<file path="config.mk">
export PLATFORM = sky130hd
export DESIGN_NAME = cgrb_register_bank
export DESIGN_NICKNAME = d
export VERILOG_FILES = /design/src/verilog/cgrb_pkg.sv /design/src/verilog/cgrb_register_bank.sv
export SDC_FILE = /design/constraint.sdc
export NUM_CORES = 1
export LEC_CHECK = 0
export BUFFER_PORTS_ARGS = -buffer_cell sky130_fd_sc_hd__buf_2
export CORE_ASPECT_RATIO = 0.9
export CORE_MARGIN = 5
export CORE_UTILIZATION = 57
export DETAILED_ROUTE_END_ITERATION = 6
export GPL_TIMING_DRIVEN = 0
export PLACE_DENSITY = 0.95
export REMOVE_ABC_BUFFERS = 1
export SLEW_MARGIN = 10
export SYNTH_ARGS = -nofsm -noshare
export SYNTH_HDL_FRONTEND = slang
export SYNTH_SLANG_ARGS = --single-unit
</file>
<file path="constraint.sdc">
create_clock -name core_clk -period 4.1 [get_ports core_clk]
set_input_delay 1.23 -clock core_clk [delete_from_list [all_inputs] [get_ports core_clk]]
set_output_delay 1.23 -clock core_clk [all_outputs]
set_load 0.005 [all_outputs]
</file>
<file path="src/verilog/cgrb_pkg.sv">
// Package with the register map, field layout and types of the bank
package cgrb_pkg;
  // Register byte addresses on the APB side
  localparam logic [7:0] OFF_FLAGS = 8'h00;
  localparam logic [7:0] OFF_ENABLES = 8'h04;
  localparam logic [7:0] OFF_CONTROL = 8'h08;
  localparam logic [7:0] OFF_PRESCALER = 8'h0c;
  localparam logic [7:0] OFF_TIMING = 8'h10;
  localparam logic [7:0] OFF_PAGE = 8'h14;
  localparam logic [7:0] OFF_LAST_IDENT = 8'h18;
  // Reset values
  localparam logic [7:0] RST_FLAGS = 8'h00;
  localparam logic [7:0] RST_ENABLES = 8'h00;
  localparam logic [7:0] RST_CONTROL = 8'h00;
  localparam logic [7:0] RST_PRESCALER = 8'h00;
  localparam logic [7:0] RST_TIMING = 8'h23;
  localparam logic [7:0] RST_PAGE = 8'h00;
  localparam logic [7:0] RST_LAST_IDENT = 8'h00;
  // Writable bits of each register
  localparam logic [7:0] WMASK_ENABLES = 8'h7f;
  localparam logic [7:0] WMASK_CONTROL = 8'h1f;
  localparam logic [7:0] WMASK_TIMING = 8'h7f;
  localparam logic [7:0] WMASK_PAGE = 8'h07;
  // Interrupt flag bit positions
  localparam int FLG_RX1 = 5;
  localparam int FLG_TX = 4;
  localparam int FLG_SC = 3;
  localparam int FLG_OR = 2;
  localparam int FLG_TE = 1;
  localparam int FLG_PEND = 0;
  // Interrupt enable bit positions
  localparam int EN_EXTENDED_STATUS_IRQ = 6;
  localparam int EN_RX = 5;
  localparam int EN_TX = 4;
  localparam int EN_SC = 3;
  localparam int EN_OR = 2;
  localparam int EN_TE = 1;
  localparam int EN_ETX = 0;
  // Node control/status bit positions
  localparam int CS_BUS_OFF_STATE = 6;
  localparam int CS_ERROR_PASSIVE_STATE = 5;
  localparam int CS_SELF_RECEIVE_ENABLE = 4;
  localparam int CS_NO_RETRY = 3;
  localparam int CS_FAST_RESYNC = 2;
  localparam int CS_WAKE_PULSE_ENABLE = 1;
  localparam int CS_RUN = 0;
  // Field positions of prescaler, timing and page registers
  localparam int PRE_JW_LSB = 6;
  localparam int PRE_BRP_MSB = 5;
  localparam int TIM_BS2_MSB = 6;
  localparam int TIM_BS2_LSB = 4;
  localparam int TIM_BS1_MSB = 3;
  localparam int PAGE_MSB = 2;
  localparam logic [2:0] PAGE_LAST_VALID = 3'h4;
  // Bus timing figures and error counter limits
  localparam logic [3:0] RECESSIVE_RUN_BITS = 4'hb;
  localparam logic [7:0] STD_RESYNC_RUNS = 8'h80;
  localparam logic [7:0] FAST_RESYNC_RUNS = 8'h01;
  localparam logic [4:0] SEG_OVERHEAD = 5'h03;
  localparam logic [8:0] TEC_PASSIVE_LIMIT = 9'h07f;
  localparam logic [8:0] TEC_BUSOFF_LIMIT = 9'h0ff;
  localparam logic [7:0] REC_PASSIVE_LIMIT = 8'h7f;

  // Controller modes
  typedef enum logic [1:0] {
    ST_STANDBY, ST_WAKE, ST_RESYNC, ST_RUN
  } cgrb_state_t;

  // Events and state reported by the protocol core, same clock
  typedef struct packed {
    logic [2:0] rxStored;
    logic [2:0] readyCleared;
    logic txSuccess;
    logic arbWon;
    logic txError;
    logic rxError;
    logic overrun;
    logic identSeen;
    logic [7:0] identHigh;
    logic transferActive;
    logic [8:0] txErrCount;
    logic [7:0] rxErrCount;
  } cgrb_core_evt_t;

  // Configuration and timing handed to the protocol core
  typedef struct packed {
    logic selfReceive;
    logic noRetry;
    logic nodeRunning;
    logic quantumTick;
    logic bitTick;
    logic [2:0] jumpQuanta;
    logic [4:0] seg1Quanta;
    logic [3:0] seg2Quanta;
    logic [2:0] page;
    logic pageReserved;
  } cgrb_core_cfg_t;
endpackage : cgrb_pkg

</file>
<file path="src/verilog/cgrb_register_bank.sv">
// General register bank of the CAN controller with APB access
// Operation
// - Receive flags set on store, cleared by software
// - Transmit flag on completion, or arbitration if early
// - Status flag on standby dominant or error escalation
// - Extended mode adds every receive error
// - Overrun flag when no receive buffer free
// - Transmit error flag on transmit error
// - Error pending follows three error flags
// - Writing zero clears a flag
// - Interrupt request per event gated by enable
// - Bus-off above 255, cleared on rejoining bus
// - Error passive bit only while error passive
// - Self reception switch passed to core
// - No-retry switch passed to core
// - Resync after one or 128 recessive runs
// - Optional dominant wake pulse leaving standby
// - Run bit reads one until standby reached
// - Quantum is clock times prescale plus one
// - Jump width is field plus one quanta
// - Segment lengths field plus one, reset 23h
// - Bit period is segments sum plus one
// - Timing writes accepted only in standby
// - Page field selects the paged window
// - Capture last identifier high bits
// - Wake pulse lasts exactly one bit time
// - Identifier kept until overwritten by newer one or a software write
// - Error passive above counter value 127
module cgrb_register_bank (
  input wire logic core_clk,
  input wire logic reset,
  input wire logic psel,
  input wire logic penable,
  input wire logic pwrite,
  input wire logic [7:0] paddr,
  input wire logic [31:0] pwdata,
  output logic [31:0] prdata,
  output logic pready,
  output logic pslverr,
  input wire cgrb_pkg::cgrb_core_evt_t coreEvt,
  output cgrb_pkg::cgrb_core_cfg_t coreCfg,
  output logic [4:0] irqRequest,
  input wire logic canRx,
  output logic canTxDominant
);
  logic [7:0] flags;
  logic [7:0] enables;
  logic [7:0] control;
  logic [7:0] prescaler;
  logic [7:0] timing;
  logic [7:0] page;
  logic [7:0] lastIdent;
  logic busOffState;
  logic errorPassiveState;
  cgrb_pkg::cgrb_state_t state;
  logic stopPending;
  logic rxMeta;
  logic rxSync;
  logic rxPrev;
  logic [5:0] quantumCount;
  logic [4:0] quantumInBit;
  logic quantumTick;
  logic bitTick;
  logic [3:0] recessiveRun;
  logic [7:0] runCount;
  logic passivePrev;
  logic busOffPrev;
  logic tecOverPrev;
  logic [2:0] jumpQuanta;
  logic [4:0] seg1Quanta;
  logic [3:0] seg2Quanta;
  logic [7:0] readValue;
  logic addrHit;
  logic commit;
  logic writeStrobe;
  logic [7:0] wdata;
  logic [7:0] flagClear;
  logic [7:0] flagSet;
  logic nodePassive;
  logic tecOver;
  logic [7:0] resyncNeed;
  logic [4:0] bitLastQuantum;
  logic pageReserved;

  // APB request decode
  assign commit = psel & penable & pready;
  assign writeStrobe = commit & pwrite & addrHit;
  assign wdata = pwdata[7:0];

  // Read multiplexer; upper data bits read as zero
  always_comb begin
    addrHit = 1'b1;
    readValue = 8'h00;
    case (paddr)
      cgrb_pkg::OFF_FLAGS: readValue = flags;
      cgrb_pkg::OFF_ENABLES: readValue = enables;
      cgrb_pkg::OFF_CONTROL: begin
        readValue = control;
        readValue[cgrb_pkg::CS_BUS_OFF_STATE] = busOffState;
        readValue[cgrb_pkg::CS_ERROR_PASSIVE_STATE] = errorPassiveState;
        readValue[cgrb_pkg::CS_RUN] = (state != cgrb_pkg::ST_STANDBY);
      end
      cgrb_pkg::OFF_PRESCALER: readValue = prescaler;
      cgrb_pkg::OFF_TIMING: readValue = timing;
      cgrb_pkg::OFF_PAGE: readValue = page;
      cgrb_pkg::OFF_LAST_IDENT: readValue = lastIdent;
      default: addrHit = 1'b0;
    endcase
  end

  // One wait state: answer is registered in the first access cycle
  always_ff @(posedge core_clk) begin
    if (reset) begin
      pready <= 1'b0;
      pslverr <= 1'b0;
      prdata <= 32'h00000000;
    end else if (psel & penable & ~pready) begin
      pready <= 1'b1;
      pslverr <= ~addrHit;
      prdata <= {24'h000000, readValue};
    end else begin
      pready <= 1'b0;
      pslverr <= 1'b0;
    end
  end

  // Flag events from the core and the bus
  always_comb begin
    flagSet = 8'h00;
    flagClear = 8'h00;
    for (int i = 0; i < 3; i++) begin
      flagSet[cgrb_pkg::FLG_RX1 + i] = coreEvt.rxStored[i];
      flagClear[cgrb_pkg::FLG_RX1 + i] = coreEvt.readyCleared[i];
    end
    flagSet[cgrb_pkg::FLG_TX] = enables[cgrb_pkg::EN_ETX] ?
        coreEvt.arbWon : coreEvt.txSuccess;
    flagSet[cgrb_pkg::FLG_SC] =
        (state == cgrb_pkg::ST_STANDBY && rxPrev && !rxSync) ||
        (state == cgrb_pkg::ST_RUN &&
         ((nodePassive && !passivePrev) || (busOffState && !busOffPrev)))
        || (enables[cgrb_pkg::EN_EXTENDED_STATUS_IRQ] && coreEvt.rxError);
    flagSet[cgrb_pkg::FLG_OR] = coreEvt.overrun;
    flagSet[cgrb_pkg::FLG_TE] = coreEvt.txError;
    if (writeStrobe && paddr == cgrb_pkg::OFF_FLAGS) begin
      flagClear = flagClear | ~wdata;
    end
    flagClear[cgrb_pkg::FLG_PEND] = 1'b0;
  end

  // Sticky flags; a set in the clearing cycle wins
  always_ff @(posedge core_clk) begin
    if (reset) begin
      flags <= cgrb_pkg::RST_FLAGS;
    end else begin
      flags[7:1] <= (flags[7:1] & ~flagClear[7:1]) | flagSet[7:1];
      flags[cgrb_pkg::FLG_PEND] <=
          |(((flags & ~flagClear) | flagSet) & 8'h0e);
    end
  end

  // Interrupt requests gated by their enables
  always_ff @(posedge core_clk) begin
    if (reset) begin
      irqRequest <= 5'h00;
    end else begin
      irqRequest[4] <= enables[cgrb_pkg::EN_RX] & (|flags[7:5]);
      irqRequest[3] <= enables[cgrb_pkg::EN_TX] & flags[cgrb_pkg::FLG_TX];
      irqRequest[2] <= enables[cgrb_pkg::EN_SC] & flags[cgrb_pkg::FLG_SC];
      irqRequest[1] <= enables[cgrb_pkg::EN_OR] & flags[cgrb_pkg::FLG_OR];
      irqRequest[0] <= enables[cgrb_pkg::EN_TE] & flags[cgrb_pkg::FLG_TE];
    end
  end

  // Interrupt enables and page selector
  always_ff @(posedge core_clk) begin
    if (reset) begin
      enables <= cgrb_pkg::RST_ENABLES;
      page <= cgrb_pkg::RST_PAGE;
      pageReserved <= 1'b0;
    end else if (writeStrobe) begin
      if (paddr == cgrb_pkg::OFF_ENABLES) begin
        enables <= wdata & cgrb_pkg::WMASK_ENABLES;
      end
      if (paddr == cgrb_pkg::OFF_PAGE) begin
        page <= wdata & cgrb_pkg::WMASK_PAGE;
        pageReserved <= wdata[cgrb_pkg::PAGE_MSB:0] >
            cgrb_pkg::PAGE_LAST_VALID;
      end
    end
  end

  // Control switches; the run bit is kept as the request only
  always_ff @(posedge core_clk) begin
    if (reset) begin
      control <= cgrb_pkg::RST_CONTROL;
    end else if (writeStrobe && paddr == cgrb_pkg::OFF_CONTROL) begin
      control <= wdata & cgrb_pkg::WMASK_CONTROL;
    end
  end

  // Bit timing registers, writable only in standby
  always_ff @(posedge core_clk) begin
    if (reset) begin
      prescaler <= cgrb_pkg::RST_PRESCALER;
      timing <= cgrb_pkg::RST_TIMING;
    end else if (writeStrobe && state == cgrb_pkg::ST_STANDBY) begin
      if (paddr == cgrb_pkg::OFF_PRESCALER) begin
        prescaler <= wdata;
      end
      if (paddr == cgrb_pkg::OFF_TIMING) begin
        timing <= wdata & cgrb_pkg::WMASK_TIMING;
      end
    end
  end

  // Last identifier capture; a newer one from the bus overwrites
  always_ff @(posedge core_clk) begin
    if (reset) begin
      lastIdent <= cgrb_pkg::RST_LAST_IDENT;
    end else if (coreEvt.identSeen) begin
      lastIdent <= coreEvt.identHigh;
    end else if (writeStrobe && paddr == cgrb_pkg::OFF_LAST_IDENT) begin
      lastIdent <= wdata;
    end
  end

  // Bus receive pin synchroniser and edge history
  always_ff @(posedge core_clk) begin
    if (reset) begin
      rxMeta <= 1'b1;
      rxSync <= 1'b1;
      rxPrev <= 1'b1;
    end else begin
      rxMeta <= canRx;
      rxSync <= rxMeta;
      rxPrev <= rxSync;
    end
  end

  // Error confinement state from the core counters
  assign tecOver = coreEvt.txErrCount > cgrb_pkg::TEC_BUSOFF_LIMIT;
  assign nodePassive = !busOffState &&
      (coreEvt.txErrCount > cgrb_pkg::TEC_PASSIVE_LIMIT ||
       coreEvt.rxErrCount > cgrb_pkg::REC_PASSIVE_LIMIT);

  // Bus-off and error-passive status bits
  always_ff @(posedge core_clk) begin
    if (reset) begin
      busOffState <= 1'b0;
      errorPassiveState <= 1'b0;
      tecOverPrev <= 1'b0;
      passivePrev <= 1'b0;
      busOffPrev <= 1'b0;
    end else begin
      tecOverPrev <= tecOver;
      passivePrev <= nodePassive;
      busOffPrev <= busOffState;
      errorPassiveState <= nodePassive;
      if (tecOver && !tecOverPrev) begin
        busOffState <= 1'b1;
      end else if (state == cgrb_pkg::ST_RESYNC && bitTick &&
                   runCount == resyncNeed) begin
        busOffState <= 1'b0;
      end
    end
  end

  // Quantum prescaler and bit period counter, stopped in standby
  assign bitLastQuantum = seg1Quanta + 5'(seg2Quanta) - 5'h01 +
      cgrb_pkg::SEG_OVERHEAD - 5'h02;
  always_ff @(posedge core_clk) begin
    if (reset || state == cgrb_pkg::ST_STANDBY) begin
      quantumCount <= 6'h00;
      quantumInBit <= 5'h00;
      quantumTick <= 1'b0;
      bitTick <= 1'b0;
    end else begin
      quantumTick <= 1'b0;
      bitTick <= 1'b0;
      if (quantumCount == prescaler[cgrb_pkg::PRE_BRP_MSB:0]) begin
        quantumCount <= 6'h00;
        quantumTick <= 1'b1;
        if (quantumInBit == bitLastQuantum) begin
          quantumInBit <= 5'h00;
          bitTick <= 1'b1;
        end else begin
          quantumInBit <= quantumInBit + 5'h01;
        end
      end else begin
        quantumCount <= quantumCount + 6'h01;
      end
    end
  end

  // Segment and jump width lengths in quanta
  always_ff @(posedge core_clk) begin
    if (reset) begin
      jumpQuanta <= 3'h1;
      seg1Quanta <= 5'h01;
      seg2Quanta <= 4'h1;
    end else begin
      jumpQuanta <= {1'b0, prescaler[7:cgrb_pkg::PRE_JW_LSB]} + 3'h1;
      seg1Quanta <= {1'b0, timing[cgrb_pkg::TIM_BS1_MSB:0]} + 5'h01;
      seg2Quanta <= {1'b0,
          timing[cgrb_pkg::TIM_BS2_MSB:cgrb_pkg::TIM_BS2_LSB]} + 4'h1;
    end
  end

  // Number of recessive runs needed before joining the bus
  assign resyncNeed = (control[cgrb_pkg::CS_FAST_RESYNC] && !busOffState) ?
      cgrb_pkg::FAST_RESYNC_RUNS : cgrb_pkg::STD_RESYNC_RUNS;

  // Mode sequencer: standby, wake pulse, resync and run
  always_ff @(posedge core_clk) begin
    if (reset) begin
      state <= cgrb_pkg::ST_STANDBY;
      stopPending <= 1'b0;
    end else begin
      if (writeStrobe && paddr == cgrb_pkg::OFF_CONTROL) begin
        stopPending <= !wdata[cgrb_pkg::CS_RUN] &&
            state != cgrb_pkg::ST_STANDBY;
      end
      case (state)
        cgrb_pkg::ST_STANDBY: begin
          stopPending <= 1'b0;
          if (writeStrobe && paddr == cgrb_pkg::OFF_CONTROL &&
              wdata[cgrb_pkg::CS_RUN]) begin
            state <= wdata[cgrb_pkg::CS_WAKE_PULSE_ENABLE] ? cgrb_pkg::ST_WAKE :
                cgrb_pkg::ST_RESYNC;
          end
        end
        cgrb_pkg::ST_WAKE: begin
          if (bitTick) begin
            state <= cgrb_pkg::ST_RESYNC;
          end
        end
        cgrb_pkg::ST_RESYNC: begin
          if (stopPending) begin
            state <= cgrb_pkg::ST_STANDBY;
          end else if (bitTick && runCount == resyncNeed) begin
            state <= cgrb_pkg::ST_RUN;
          end
        end
        cgrb_pkg::ST_RUN: begin
          if (stopPending && !coreEvt.transferActive) begin
            state <= cgrb_pkg::ST_STANDBY;
          end else if (busOffState) begin
            state <= cgrb_pkg::ST_RESYNC;
          end
        end
        default: state <= cgrb_pkg::ST_STANDBY;
      endcase
    end
  end

  // Recessive run counting during resync
  always_ff @(posedge core_clk) begin
    if (reset || state != cgrb_pkg::ST_RESYNC) begin
      recessiveRun <= 4'h0;
      runCount <= 8'h00;
    end else if (bitTick) begin
      if (!rxSync) begin
        recessiveRun <= 4'h0;
      end else if (recessiveRun + 4'h1 == cgrb_pkg::RECESSIVE_RUN_BITS) begin
        recessiveRun <= 4'h0;
        runCount <= runCount + 8'h01;
      end else begin
        recessiveRun <= recessiveRun + 4'h1;
      end
    end
  end

  // Dominant wake pulse for one bit time
  always_ff @(posedge core_clk) begin
    if (reset) begin
      canTxDominant <= 1'b0;
    end else begin
      canTxDominant <= state == cgrb_pkg::ST_WAKE && !bitTick;
    end
  end

  // Configuration handed to the core, all from flops
  logic nodeRunning;
  always_ff @(posedge core_clk) begin
    if (reset) begin
      nodeRunning <= 1'b0;
    end else begin
      nodeRunning <= state == cgrb_pkg::ST_RUN;
    end
  end

  assign coreCfg = '{
    selfReceive: control[cgrb_pkg::CS_SELF_RECEIVE_ENABLE],
    noRetry: control[cgrb_pkg::CS_NO_RETRY],
    nodeRunning: nodeRunning,
    quantumTick: quantumTick,
    bitTick: bitTick,
    jumpQuanta: jumpQuanta,
    seg1Quanta: seg1Quanta,
    seg2Quanta: seg2Quanta,
    page: page[cgrb_pkg::PAGE_MSB:0],
    pageReserved: pageReserved
  };
endmodule : cgrb_register_bank
</file>
* Word-level counts from Yosys, hierarchy flattened *
Index checks and enable logic that the tools add are counted.

cells by class
  add/sub/neg operators = 11
  reductions and logical operators = 52
  magnitude comparators = 4
  bitwise operators = 22
  equal/unequal tests = 18
  mux-type cells = 23

operator list
  cell                                                                   number
  8-bit one-hot mux with 7 select lines                                  1
  8-bit two-way mux                                                      4
  8-bit by 5-bit equality test with 1-bit output, second input constant  3
  1-bit logical AND                                                      20
  8-bit by 4-bit equality test with 1-bit output, second input constant  2
  2-bit two-way mux                                                      7
  1-bit AND                                                              10
  9-bit by 7-bit > comparator with 1-bit output, second input constant   1
  9-bit by 8-bit > comparator with 1-bit output, second input constant   1
  8-bit by 1-bit adder with 8-bit output, second input constant          1
  8-bit by 3-bit equality test with 1-bit output, second input constant  1
  8-bit equality test                                                    1
  8-bit by 7-bit > comparator with 1-bit output, second input constant   1
  1-bit zero test                                                        8
  8-bit zero test                                                        1
  4-bit two-way mux                                                      2
  8-bit inverter                                                         1
  8-bit OR                                                               1
  2-bit one-hot mux with 4 select lines                                  1
  2-bit AND reduction                                                    4
  2-bit OR reduction                                                     4
  7-bit AND                                                              1
  1-bit two-way mux                                                      7
  7-bit inverter                                                         1
  33 further kinds                                                       46

word-level totals
  word-level logic and storage cells = 162
  output and inout bits = 61
  input bits = 84
  register bits after elaboration = 111

* Longest topological paths before layout *
Gate-level depths: netlist (run 1).

  depth after elaboration = 10
  depth in mapped cells = 8
  depth with buffers taken out = 8

* Least setup slack after synthesis (run 1) *
Ideal clock, no wire load.

  path type = in2reg
  from = input paddr[1]
  to = register timing[0]
  library setup time = 0.120 ns
  arrival = 2.711 ns
  slack = 1.270 ns
  required time = 3.980 ns
  cell stages on the path = 5
  cell sequence = or4_4 -> buf_6 -> nor3_2 -> nand4_2 -> a211o_1

on the way
  word-level cells in the longest chain between the ends = 6

RTL lines
  item                                                                          line                       text
  from (decl)                                                                   cgrb_register_bank.sv:35   input wire logic [7:0] paddr,
  8-bit by 3-bit equality test with 1-bit output, or another cell as far along  cgrb_register_bank.sv:94   case (paddr)
  7-bit OR reduction (no source line)                                           --
  1-bit two-way mux                                                             cgrb_register_bank.sv:94
  1-bit AND                                                                     cgrb_register_bank.sv:87   assign writeStrobe = commit & pwrite & addrHit;
  1-bit logical AND                                                             cgrb_register_bank.sv:206  end else if (writeStrobe && state == cgrb_pkg::ST_STANDBY) begin
  2-bit AND reduction (no source line) (*)                                      --
  to (signal assigned)                                                          cgrb_register_bank.sv:205  timing <= cgrb_pkg::RST_TIMING;
  to (signal assigned)                                                          cgrb_register_bank.sv:211  timing <= wdata & cgrb_pkg::WMASK_TIMING;
  to (decl)                                                                     cgrb_register_bank.sv:50   logic [7:0] timing;

Every way passes the cells marked *; elsewhere a longest branch is shown, timed or not.
A chain may end at the register's enable or synchronous reset.

* Worst setup path in the final report (run 1) *
  from = input paddr[3]
  to = register state[0]

on the way
  word-level cells in the longest chain between the ends = 8

RTL lines
  item                                                                          line                       text
  8-bit by 3-bit equality test with 1-bit output, or another cell as far along  cgrb_register_bank.sv:94
  7-bit OR reduction (no source line)                                           --
  1-bit two-way mux                                                             cgrb_register_bank.sv:94
  1-bit AND                                                                     cgrb_register_bank.sv:87
  1-bit logical AND (*) (2 in series)                                           cgrb_register_bank.sv:326  if (writeStrobe && paddr == cgrb_pkg::OFF_CONTROL &&
  2-bit by 1-bit != test with 1-bit output (no source line) (*)                 --
  4-bit AND reduction (no source line) (*)                                      --
  to (signal assigned)                                                          cgrb_register_bank.sv:328  state <= wdata[cgrb_pkg::CS_WAKE_PULSE_ENABLE] ? cgrb_pkg::ST_WAKE :
  to (signal assigned)                                                          cgrb_register_bank.sv:334  state <= cgrb_pkg::ST_RESYNC;
  to (signal assigned)                                                          cgrb_register_bank.sv:339  state <= cgrb_pkg::ST_STANDBY;
  to (decl)                                                                     cgrb_register_bank.sv:55   cgrb_pkg::cgrb_state_t state;

Marks and branches as above.

==> results.txt, run 1 <==
The placeable core region is 9040 um^2. After the first detailed-routing iteration, the DRC count stood at 398. After synthesis the netlist holds a flip-flop and latch count of 110. The area fraction of the dominant cell type after synthesis came out at 0.419. The post-CTS clock slew at the launch and capture registers of the worst setup and hold paths came out at 110 ps. By area the synthesized netlist is led by dfxtp_1 42%, mux2i_1 8.8%, nor2_1 5.6%. The required time of the worst setup path came out at 4400 ps. At the end of routability-driven placement, the weighted congestion stood at 0.897. On the critical path, the stage with the largest delay is an instance of nor4_4. The global-route usage over all layers is 0.229.

The final critical path time including I/O delays and setup came out at 2990 ps. Setup repair after global routing left no endpoint under its margin. The flow ran to the end, and the final reports show no timing, DRC or antenna violations. The worst clock skew is 10.3 ps.

The number of global-route vias before repair is 4342. Buffers inserted to repair hold after CTS numbered 0. The starting density of the core came out at 0.581. The number of hold-slack violations in the final timing report was 0. The final-report max-slew violation count is 0. The final design instance area without fill is 5770 um^2. The number of enable-type register cells in the synthesized netlist came out at 0. The total negative slack came out at 0 ps. Data arrives at the worst endpoint at 3290 ps. The estimated wirelength of the detail-placed design came out at 9770 um. The delay of the slowest cell on the worst path came out at 630 ps. The storage element area came out at 2200 um^2. The worst reg2reg path startpoint is seg2Quanta[0]. The met2 global-route usage is 0.389. The cell area that synthesis handed to floorplanning was 5260 um^2. The period utilization is 0.730. The die footprint came out at 11200 um^2. The first global-routing pass estimated 20700 um of wire. Tracing the worst setup path back leads to its startpoint at paddr[3].

For this run, global-route usage on met3 was measured as 0.0576. The tightest min-delay check is of the reg -> reg type. The headroom to the max-slew limit came out at 0.454. The routed via count came out at 4357. Across the VDD grid, the largest voltage drop is 212 uV. The launching element type of the critical path is an input port. The biggest area contributor in the post-synthesis netlist is dfxtp_1. The average size of a mapped cell is 9.32 um^2.

The cell row count came out at 33. The via count normalized by instance count came out at 5.78. For this design the static power due to leakage is 2.50 nW.

The share of flip-flops with an asynchronous set or reset is 0. In the synthesized netlist the dominant register cell turns out to be dfxtp_1. The total cell area at the placement stage came out at 5580 um^2. The number of nets with antenna violations after detailed routing came out at 0. The layout overhead on the synthesized area is 9.76%. The layer flagged by global routing as most heavily used is met2.

The share of the yosys chip area belonging to registers is 0.419. In this run the count of I/O pins placed on the die edge is 145. The number of fill cells is 682. The maximum net fanout on the critical path came out at 22. The final number of setup-violating endpoints is 0. Based on the critical path, the design can be clocked at up to 0.334 GHz.

The detailed-router iteration count before antenna repair is 6. The total overflow left after global routing is 0. The remaining design rule violation count came out at 0. Summed over all layers, the routed wires come to 13200 um.

The number of different library cells used by synthesis comes to 65. The maximum number of buffers from clock root to sink is 2. The total clock buffers created by CTS came out at 9. The count of input and output buffers came out at 82. The slack of the worst reg-to-reg path came out at 1670 ps.

The number of sinks on the clock net is 110. The multi-input gate area in the final layout is 2720 um^2. The max-capacitance violation count came out at 0.

The startpoint identified for the worst hold timing path is tecOverPrev. For the pin with the worst max-slew slack, the measured transition is 811 ps. The floorplan step set the die width to 111 um. After the last flow step, the layout net total stands at 724. The pin count of the biggest net entering global routing is 79.

The insertion delay to the later sink of the worst-skew pair came out at 380 ps. The die outline height came out at 101 um. The critical path is of the in -> reg type. TritonCTS built the clock tree. For met1 alone, demand over resource in global routing was 0.282. The instance count of the mapped netlist is 564.

The H-tree generated during clock tree synthesis spans 3 levels. The number of antenna diodes came out at 0. The mean routed wirelength per cell came out at 17.5 um. The count of synthesis-stage warnings from yosys is 0.

In the final layout, the share of cells above drive strength 1 is 0.204. CTS placed an instance of clkbuf_8 at the clock tree root. The ratio of total power to cell area came out at 325 nW/um^2. The buffer count from post-CTS setup fixing came out at 0. The initial antenna violation count came out at 0. The critical path goes through buf_2 > or3b_2 > nor4_4 > nand4_1 > a211oi_2. The post-CTS resize count is 0.

The element type at the critical path end is a flop.
## state kept, by name, summed over array words and instances, names as in the netlist, 3 cells and up
name,cells
page,3
flags,8
quantumCount,6
control,4
jumpQuanta,3
seg1Quanta,5
prescaler,8
lastIdent,8
prdata,8
irqRequest,5
seg2Quanta,4
runCount,8
enables,7
quantumInBit,5
recessiveRun,4
timing,7
## routing by layer
layer	share of wire	wire, um	vias to the layer above
met1	0.40	5300	2048
met4	0.027	363	0
met3	0.092	1210	34
met2	0.48	6340	237
met5	0	0	-
li1	-	-	2038
## cell type report
type	instances	area share
Multi-Input combinational cell	400	0.471
Sequential cell	110	0.382
Timing Repair Buffer	82	0.0716
Tap cell	122	0.0265
Clock buffer	10	0.0239
Inverter	24	0.0156
Clock inverter	6	0.00933
## through the flow
step,std cells,hold WS [ps],setup slack [ps],power (mW),utilization
after floorplan,534,389,1320,1.19,-
after global placement,738,402,815,1.26,0.617
after detailed placement,738,409,740,1.26,0.617
after CTS,754,429,1140,1.87,0.638
after global routing,754,440,1060,1.93,0.638
final,754,429,1110,1.87,0.638
## placed cells by master (no fill, tap or decap), types with 5 or more instances in the layout
cell / netlist / final
a211o_1: 5 / 5
a211oi_1: 8 / 8
a21oi_1: 23 / 23
and3_1: 5 / 5
buf_2: 2 / 81
clkbuf_8: 0 / 10
conb_1: 1 / 24
dfxtp_1: 110 / 110
ha_1: 12 / 12
inv_1: 24 / 24
mux2i_1: 46 / 46
mux4_2: 6 / 6
nand2_1: 29 / 29
nand2b_1: 7 / 7
nand3_1: 19 / 19
nor2_1: 78 / 78
nor2b_1: 9 / 9
nor3_1: 9 / 9
nor4_1: 7 / 7
o21ai_0: 18 / 18
or2_2: 6 / 6
xnor2_1: 16 / 16
xor2_1: 11 / 11
## cell usage after synthesis (8+ instances only)
library cell	number
a21oi_1	23
clkbuf_1	14
a211oi_1	8
xnor2_1	16
nand3_1	19
dfxtp_1	110
ha_1	12
mux2i_1	46
inv_1	24
xor2_1	11
nor2b_1	9
buf_4	30
nand2_1	29
nor3_1	9
o21ai_0	18
nor2_1	78
## worst max-delay path, delay by kind of cell
| family | cells | cell delay, ps |
|---|---|---|
| AND/OR/NAND/NOR | 3 | 1390 |
| buffers and inverters | 1 | 420 |
| AO/OA/AOI/OAI | 1 | 240 |
## worst paths after layout
check / depth (start not counted) / endpoint
worst min register to register: 1 / busOffState
worst min-delay path: 1 / busOffState
worst max-delay path: 5 / state[0]
worst max register to register: 7 / quantumInBit[3]
## report_power, final
group          switching (mW)  internal (mW)
Clock                   0.382          0.247
Combinational          0.0892         0.0569
Sequential             0.0125           1.09
Total                   0.484           1.39
## logic make-up after synthesis
family | Yosys count | share of synthesized area
buf+inv | 77 | 0.0800
simple gates | 194 | 0.187
compound gates | 89 | 0.120
mux | 53 | 0.115
flops | 110 | 0.419
fa+ha+maj | 13 | 0.0324
other cells | 1 | 0.000713
xor+xnor | 27 | 0.0450
Power figures use the tool's default switching activity.
==> inputs of run 2 (changes only) <==
- CORE_UTILIZATION: 57 -> 47
- PLACE_DENSITY: 0.95 -> 0.85
- clock period: 4.1 -> 2.5 ns (I/O delays scaled with it)
==> run 2 against run 1 <==
Design area up 4.2%. Cell count up 4.8%. Critical path type is now reg -> reg. Routed wire length up 1.4%. Sequential cell count is the same. First-iteration DRC count grew 20%. Non-clock buffer count is 6 higher. Largest power group unchanged. Worst setup slack lost 960 ps. Combinational power is 73% higher. Worst hold slack lost 13 ps. Via count is 0.48% lower. Highest routed layer unchanged. Global-route usage is 2.9 points lower.
==> results.txt, run 2 (synthesis results as in run 1) <==
The final worst-path setup slack is 150 ps (was 1110 ps). The number of nets in the finished design is 730 (was 724). The storage element area is 2200 um^2 (unchanged). The remaining design rule violation count is 0 (unchanged). The number of instances on the worst hold path is 1 (unchanged). The final-report max-slew violation count came out at 0 (unchanged). The total negative slack is 0 ps (unchanged).

The number of global-route vias before repair came out at 4237 (was 4342). The post-CTS clock slew at the launch and capture registers of the worst setup and hold paths was 70 ps (was 110 ps). The post-placement cell count came to 769 (was 738).

The worst endpoint data arrival time came to 2580 ps (was 3290 ps). The estimated wirelength of the detail-placed design is 9870 um (was 9770 um). The total clock buffers created by CTS came to 9 (unchanged).

The worst vdd rail ir drop was 432 uV (was 212 uV). The first-pass GRT wire length came to 21100 um (was 20700 um). The total internal power came out at 2.76 mW (was 1.39 mW). The placeable core region is 10900 um^2 (was 9040 um^2). The headroom to the max-slew limit came out at 0.465 (was 0.454). The number of violations reported at the end of detailed-routing iteration 0 came out at 479 (was 398). The maximum net fanout on the critical path is 6 (was 22). The class of the most critical hold timing path is reg -> reg (unchanged). The required time of the worst setup path is 2730 ps (was 4400 ps). The element type at the critical path end was a flop (unchanged). The most common cell after layout, fill and taps aside is dfxtp_1 (unchanged). The upper clock frequency limit is 0.425 GHz.

The cell row count came out at 36 (was 33). The startpoint of the worst hold path is rxMeta (was tecOverPrev). The global-route usage over all layers is 0.200 (was 0.229). The combinational group share of total power is 0.071 (was 0.078).

Leading cell types in the layout, fill and taps excluded: 110 x dfxtp_1, 82 x buf_2, 78 x nor2_1, 46 x mux2i_1, 29 x nand2_1 (was 110 x dfxtp_1, 81 x buf_2, 78 x nor2_1, 46 x mux2i_1, 29 x nand2_1). The endpoint of the lowest-slack register-to-register path was quantumInBit[3] (unchanged). The total length of routed met3 wires came to 1170 um (was 1210 um). The switching power is 0.815 mW (was 0.484 mW). The final number of setup-violating endpoints is 0 (unchanged). The topmost layer with routed signal wires is met4 (unchanged).

The slew at the pin with the worst max-slew slack is 802 ps (was 811 ps). The H-tree depth came to 3 (unchanged). The detailed route wirelength on metal2 came to 6400 um (was 6340 um).

The sequential power share was 0.503 (was 0.586). The die outline width is 121 um (was 111 um). The launching element type of the critical path is a flop (was input port). The initial antenna violation count came out at 1 (was 0).

The number of sinks on the clock net came out at 110 (unchanged). The maximum number of buffers from clock root to sink came out at 2 (unchanged). The total length of routed wires came out at 13400 um (was 13200 um). The number of fill cells came out at 932 (was 682). The layout overhead on the synthesized area is 14.3% (was 9.76%).

The ratio of total power to cell area came out at 595 nW/um^2 (was 325 nW/um^2). The switching power share of the total is 0.228 (was 0.258). The die footprint came to 13400 um^2 (was 11200 um^2). The utilization of the core after routing is 0.551 (was 0.638).

The final design instance area without fill came out at 6010 um^2 (was 5770 um^2). For the finished layout, the period the worst path requires is 2350 ps. The number of hold-slack violations in the final timing report is 0 (unchanged).

The total cell area at the placement stage is 5630 um^2 (was 5580 um^2). The via count normalized by instance count is 5.49 (was 5.78). Status: finished clean (unchanged).

The hold path endpoint is rxSync (was busOffState). The mean routed wirelength per cell is 17.0 um (was 17.5 um). The number of buffers inserted for hold repair after clock tree synthesis was 0 (unchanged). The worst clock skew came out at 7.33 ps (was 10.3 ps).

The clock share of power came out at 0.427 (was 0.336). The post-placement setup slack is -365 ps (was 740 ps). The final instance count without filler cells was 790 (was 754). The path type of the worst setup path is reg -> reg (was in -> reg).

The fraction of final layout cells sized beyond drive strength 1 came to 0.215 (was 0.204). The worst reg2reg path startpoint was seg1Quanta[0] (was seg2Quanta[0]). The count of input and output buffers came out at 82 (unchanged). The master cell of the clock root buffer is clkbuf_16 (was clkbuf_8). The starting density of the core is 0.482 (was 0.581).

The worst reg2reg path depth is 9 (was 7). The die outline height came to 110 um (was 101 um). Setup repair after global routing missed its margin: no (unchanged).

The top-level I/O count came to 145 (unchanged). The routed via count came out at 4336 (was 4357). The pin count of the biggest net entering global routing is 43 (was 79). The CTS tree was done (unchanged).

The static leakage power was 2.60 nW (was 2.50 nW). The remaining global-route overflow came to 0 (unchanged). The wire length the detailed router placed on met1 was 5520 um (was 5300 um).

The max-capacitance violation count is 0 (unchanged). Of the available clock period, the critical path in the final layout requires 0.940. The insertion delay to the later sink of the worst-skew pair is 340 ps (was 380 ps).

The routability congestion estimate from global placement is 0.905 (was 0.897). The multi-input gate area in the final layout came out at 2740 um^2 (was 2720 um^2). The number of nets with antenna violations after detailed routing is 0 (unchanged). The detailed-router iteration count before antenna repair was 5 (was 6). The slack of the worst reg-to-reg path is 150 ps (was 1670 ps).
[run 2: changes by cell type in the layout (fill, tap and decap cells not counted), moves of 2 or more]
cell | previous run | this run
clkbuf_8 | 10 | 0
clkbuf_16 | 0 | 9
buf_4 | 1 | 5
bufinv_16 | 0 | 2
clkinv_4 | 3 | 1
[run 2: layout make-up]
class / count / share of cell area
antenna: 1 / 0.000416
clock buffer: 9 / 0.0375
clock inverter: 6 / 0.0156
inverter: 24 / 0.0150
multi-input combinational: 400 / 0.456
sequential: 110 / 0.366
tap: 152 / 0.0316
timing repair buffer: 88 / 0.0779
[run 2: critical path: stages (launching register included)]
cell	delay, ps
dfxtp_1	340
ha_1	160
inv_1	50
fa_1	380
xor2_1	170
xnor2_1	170
a2111oi_4	330
buf_4	200
a211oi_2	80
a221o_1	350
[run 2: worst max path at each step]
stage	from	end	slack [ps]
2_1_floorplan	paddr[1]	timing[0]	200
5_1_grt	seg1Quanta[0]	quantumInBit[3]	10
6_report	seg1Quanta[0]	quantumInBit[3]	150
3_5_place_dp	paddr[3]	state[1]	-370
3_3_place_gp	paddr[3]	control[1]	-310
4_1_cts	seg2Quanta[0]	quantumInBit[3]	140
[run 2: through the flow]
stage	power [mW]	hold WS, ps
2_1_floorplan	1.95	389
5_1_grt	3.69	439
3_3_place_gp	2.07	397
3_5_place_dp	2.08	403
6_report	3.58	416
4_1_cts	3.57	422
[run 2: power by group through the flow]
| stage | Sequential (mW) | Combinational [mW] | Clock (mW) |
|---|---|---|---|
| floorplan | 1.83 | 0.115 | 0 |
| global placement | 1.84 | 0.229 | 0 |
| detailed placement | 1.84 | 0.239 | 0 |
| CTS | 1.80 | 0.242 | 1.53 |
| global route | 1.80 | 0.276 | 1.61 |
| finish | 1.80 | 0.253 | 1.53 |
[run 2: what timing repair did]
| action | CTS | global route |
|---|---|---|
| setup buffers | 2 | 3 |
| pin swaps | 1 | 1 |
| gates resized for setup | 0 | 3 |
| setup endpoints to repair | 1 | 3 |
| gates cloned | 0 | 0 |
[run 2: routing by layer]
layer  global-route usage  vias to the layer above
li1                     -                     2058
met1                0.262                     2047
met2                0.333                      206
met3               0.0413                       25
met4               0.0664                        0
met5                    0                        -
==> inputs of run 3 (changes only) <==
--- a/config.mk
+++ b/config.mk
@@ -10,4 +10,5 @@
 export CORE_MARGIN = 5
 export CORE_UTILIZATION = 47
+export CTS_CLUSTER_SIZE = 25
 export DETAILED_ROUTE_END_ITERATION = 6
 export GPL_TIMING_DRIVEN = 0
==> constraint.sdc (replaced) <==
create_clock -name core_clk -period 2.5 [get_ports core_clk]
set_input_delay 0.125 -clock core_clk [delete_from_list [all_inputs] [get_ports core_clk]]
set_output_delay 0.125 -clock core_clk [all_outputs]
set_load 0.005 [all_outputs]
==> run 3 against run 2 <==
First-iteration DRC count down 9.8%. Sequential cell count unchanged. Fmax about the same. Cell count decreased by 0.13%. Routed wire length is 0.30% higher. Combinational power barely moved. Clock power about the same. Critical path depth unchanged. Non-clock buffer count shrank 1. Worst setup slack improved by 1.8 ps. Critical path type unchanged. Critical endpoint is now quantumInBit[2]. Highest routed layer unchanged.
==> results.txt, run 3 (synthesis results as in run 1) <==
The mean routed wirelength per cell is 17.0 um (about the same). The combinational group share of total power came out at 0.071 (about the same). Setup repair after global routing missed its margin: no (unchanged). The total negative slack came to 0 ps (unchanged). The element type at the critical path end is a flop (unchanged).

The global-route usage over all layers came out at 0.200 (about the same). The upper clock frequency limit came out at 0.426 GHz (was 0.425 GHz). The maximum number of buffers from clock root to sink came out at 2 (unchanged). The worst hold slack is 21.2 ps (was 416 ps). The total power came out at 3.58 mW (about the same). The detailed-router iteration count before antenna repair is 5 (unchanged). The maximum net fanout on the critical path is 6 (unchanged). The total internal power came to 2.76 mW (about the same). The placeable core region came out at 10900 um^2 (unchanged).

The total length of routed wires is 13400 um (about the same). The class of the most critical hold timing path is in -> reg (was reg -> reg). The remaining design rule violation count came out at 0 (unchanged). The period utilization is 0.939 (was 0.940). The pin count of the biggest net entering global routing is 43 (unchanged).

Leading cell types in the layout, fill and taps excluded: 110 x dfxtp_1, 82 x buf_2, 78 x nor2_1, 46 x mux2i_1, 29 x nand2_1 (unchanged). The die outline width is 121 um (unchanged). The estimated wirelength of the detail-placed design is 9870 um (unchanged). The slew at the pin with the worst max-slew slack came out at 798 ps (was 802 ps). The remaining global-route overflow is 0 (unchanged). The master cell of the clock root buffer is clkbuf_16 (unchanged). The cell row count is 36 (unchanged). The die footprint came to 13400 um^2 (unchanged). The headroom to the max-slew limit came out at 0.468 (was 0.465). The worst clock skew came out at 7.96 ps (was 7.33 ps).

The count of input and output buffers is 82 (unchanged). The sequential power share came to 0.503 (about the same). The layout overhead on the synthesized area came out at 14.1% (was 14.3%). The number of fill cells came to 934 (was 932). The starting density of the core came out at 0.482 (unchanged). The routability congestion estimate from global placement came out at 0.905 (unchanged). The number of nets in the finished design is 729 (was 730). The die outline height is 110 um (unchanged). The ratio of total power to cell area came out at 597 nW/um^2 (was 595 nW/um^2). The worst vdd rail ir drop is 434 uV (was 432 uV).

The final critical path time including I/O delays and setup was 2350 ps (about the same). The final number of setup-violating endpoints came out at 0 (unchanged). The initial antenna violation count is 1 (unchanged). The final-report max-slew violation count is 0 (unchanged).

The number of global-route vias before repair is 4229 (was 4237). The max-capacitance violation count is 0 (unchanged). The final design instance area without fill came to 6000 um^2 (was 6010 um^2). The top-level I/O count is 145 (unchanged). The launching element type of the critical path was a flop (unchanged). The routed via count is 4341 (was 4336).

The path type of the worst setup path is reg -> reg (unchanged). The number of nets with antenna violations after detailed routing came out at 0 (unchanged). The clock share of power was 0.427 (about the same). The CTS tree was done (unchanged). The number of hold-slack violations in the final timing report is 0 (unchanged). The number of sinks on the clock net came out at 110 (unchanged). The worst endpoint data arrival time came out at 2630 ps (was 2580 ps).

The switching power share of the total came to 0.228 (about the same). The most common cell after layout, fill and taps aside was dfxtp_1 (unchanged). The required time of the worst setup path came out at 2780 ps (was 2730 ps). The post-CTS clock slew at the launch and capture registers of the worst setup and hold paths came to 70 ps (about the same). The total clock buffers created by CTS came to 9 (unchanged). The fraction of final layout cells sized beyond drive strength 1 was 0.211 (was 0.215). The first-pass GRT wire length is 21000 um (was 21100 um). Status: finished clean (unchanged).

The via count normalized by instance count was 5.50 (was 5.49). The total cell area at the placement stage is 5630 um^2 (unchanged). The number of violations reported at the end of detailed-routing iteration 0 is 432 (was 479). The H-tree depth came out at 3 (unchanged). The switching power came out at 0.816 mW (was 0.815 mW).

The static leakage power is 2.59 nW (was 2.60 nW). The insertion delay to the later sink of the worst-skew pair is 340 ps (about the same).
[run 3: cell count changes in the layout (fill, tap and decap cells not counted)]
cell and change:
buf_4 -2, dlygate4sd3_1 +1, nor4b_1 +1, nor4b_2 -1
[run 3: path summary, 6_finish.rpt]
check	startpoint	to	slack (ps)	cells past startpoint
worst min register to register	rxMeta	rxSync	420	1
worst max register to register	seg1Quanta[0]	quantumInBit[2]	150	9
worst max-delay path	seg1Quanta[0]	quantumInBit[2]	150	9
worst min-delay path	coreEvt[29]	flags[1]	20	3
[run 3: power by group through the flow]
stage | Combinational, mW | Sequential, mW | Clock (mW)
2_1_floorplan | 0.115 | 1.83 | 0
3_3_place_gp | 0.229 | 1.84 | 0
3_5_place_dp | 0.239 | 1.84 | 0
4_1_cts | 0.243 | 1.80 | 1.53
5_1_grt | 0.277 | 1.80 | 1.61
6_report | 0.254 | 1.80 | 1.53
[run 3: layout make-up]
| type | count | area (um^2) | area share |
|---|---|---|---|
| Multi-Input combinational cell | 400 | 2730 | 0.455 |
| Inverter | 24 | 90.1 | 0.0150 |
| Tap cell | 152 | 190 | 0.0317 |
| Clock buffer | 9 | 225 | 0.0375 |
| Clock inverter | 6 | 93.8 | 0.0156 |
| Timing Repair Buffer | 87 | 463 | 0.0772 |
| Antenna cell | 1 | 2.50 | 0.000417 |
| Sequential cell | 110 | 2200 | 0.367 |
[run 3: critical path, stage by stage, from the launching register on]
cell	delay [ps]
dfxtp_1	340
ha_1	160
inv_1	50
fa_1	380
xor2_1	170
xnor2_1	260
a2111oi_4	90
buf_4	170
a2111oi_0	460
o31a_1	200
[run 3: stage by stage]
step | util | std cells | setup slack (ps)
5_1_grt | 0.550 | 789 | 15.7
3_3_place_gp | 0.515 | 768 | 232
2_1_floorplan | - | 534 | 306
3_5_place_dp | 0.517 | 769 | 138
6_report | 0.550 | 789 | 151
4_1_cts | 0.547 | 785 | 138
[run 3: metal layers]
layer | part of all wire | global-route usage | vias to the layer above
met5 | 0 | 0 | -
met4 | 0.027 | 0.0672 | 0
met3 | 0.093 | 0.0413 | 30
met2 | 0.47 | 0.333 | 226
met1 | 0.41 | 0.262 | 2035
li1 | - | - | 2050
[run 3: what timing repair did]
item / 4_1_cts / 5_1_grt
gates resized for setup: 0 / 2
buffers inserted: 0 / 3
endpoints found under the setup margin: 0 / 2
endpoints found under the hold margin: 1 / 0
hold buffers: 1 / 0
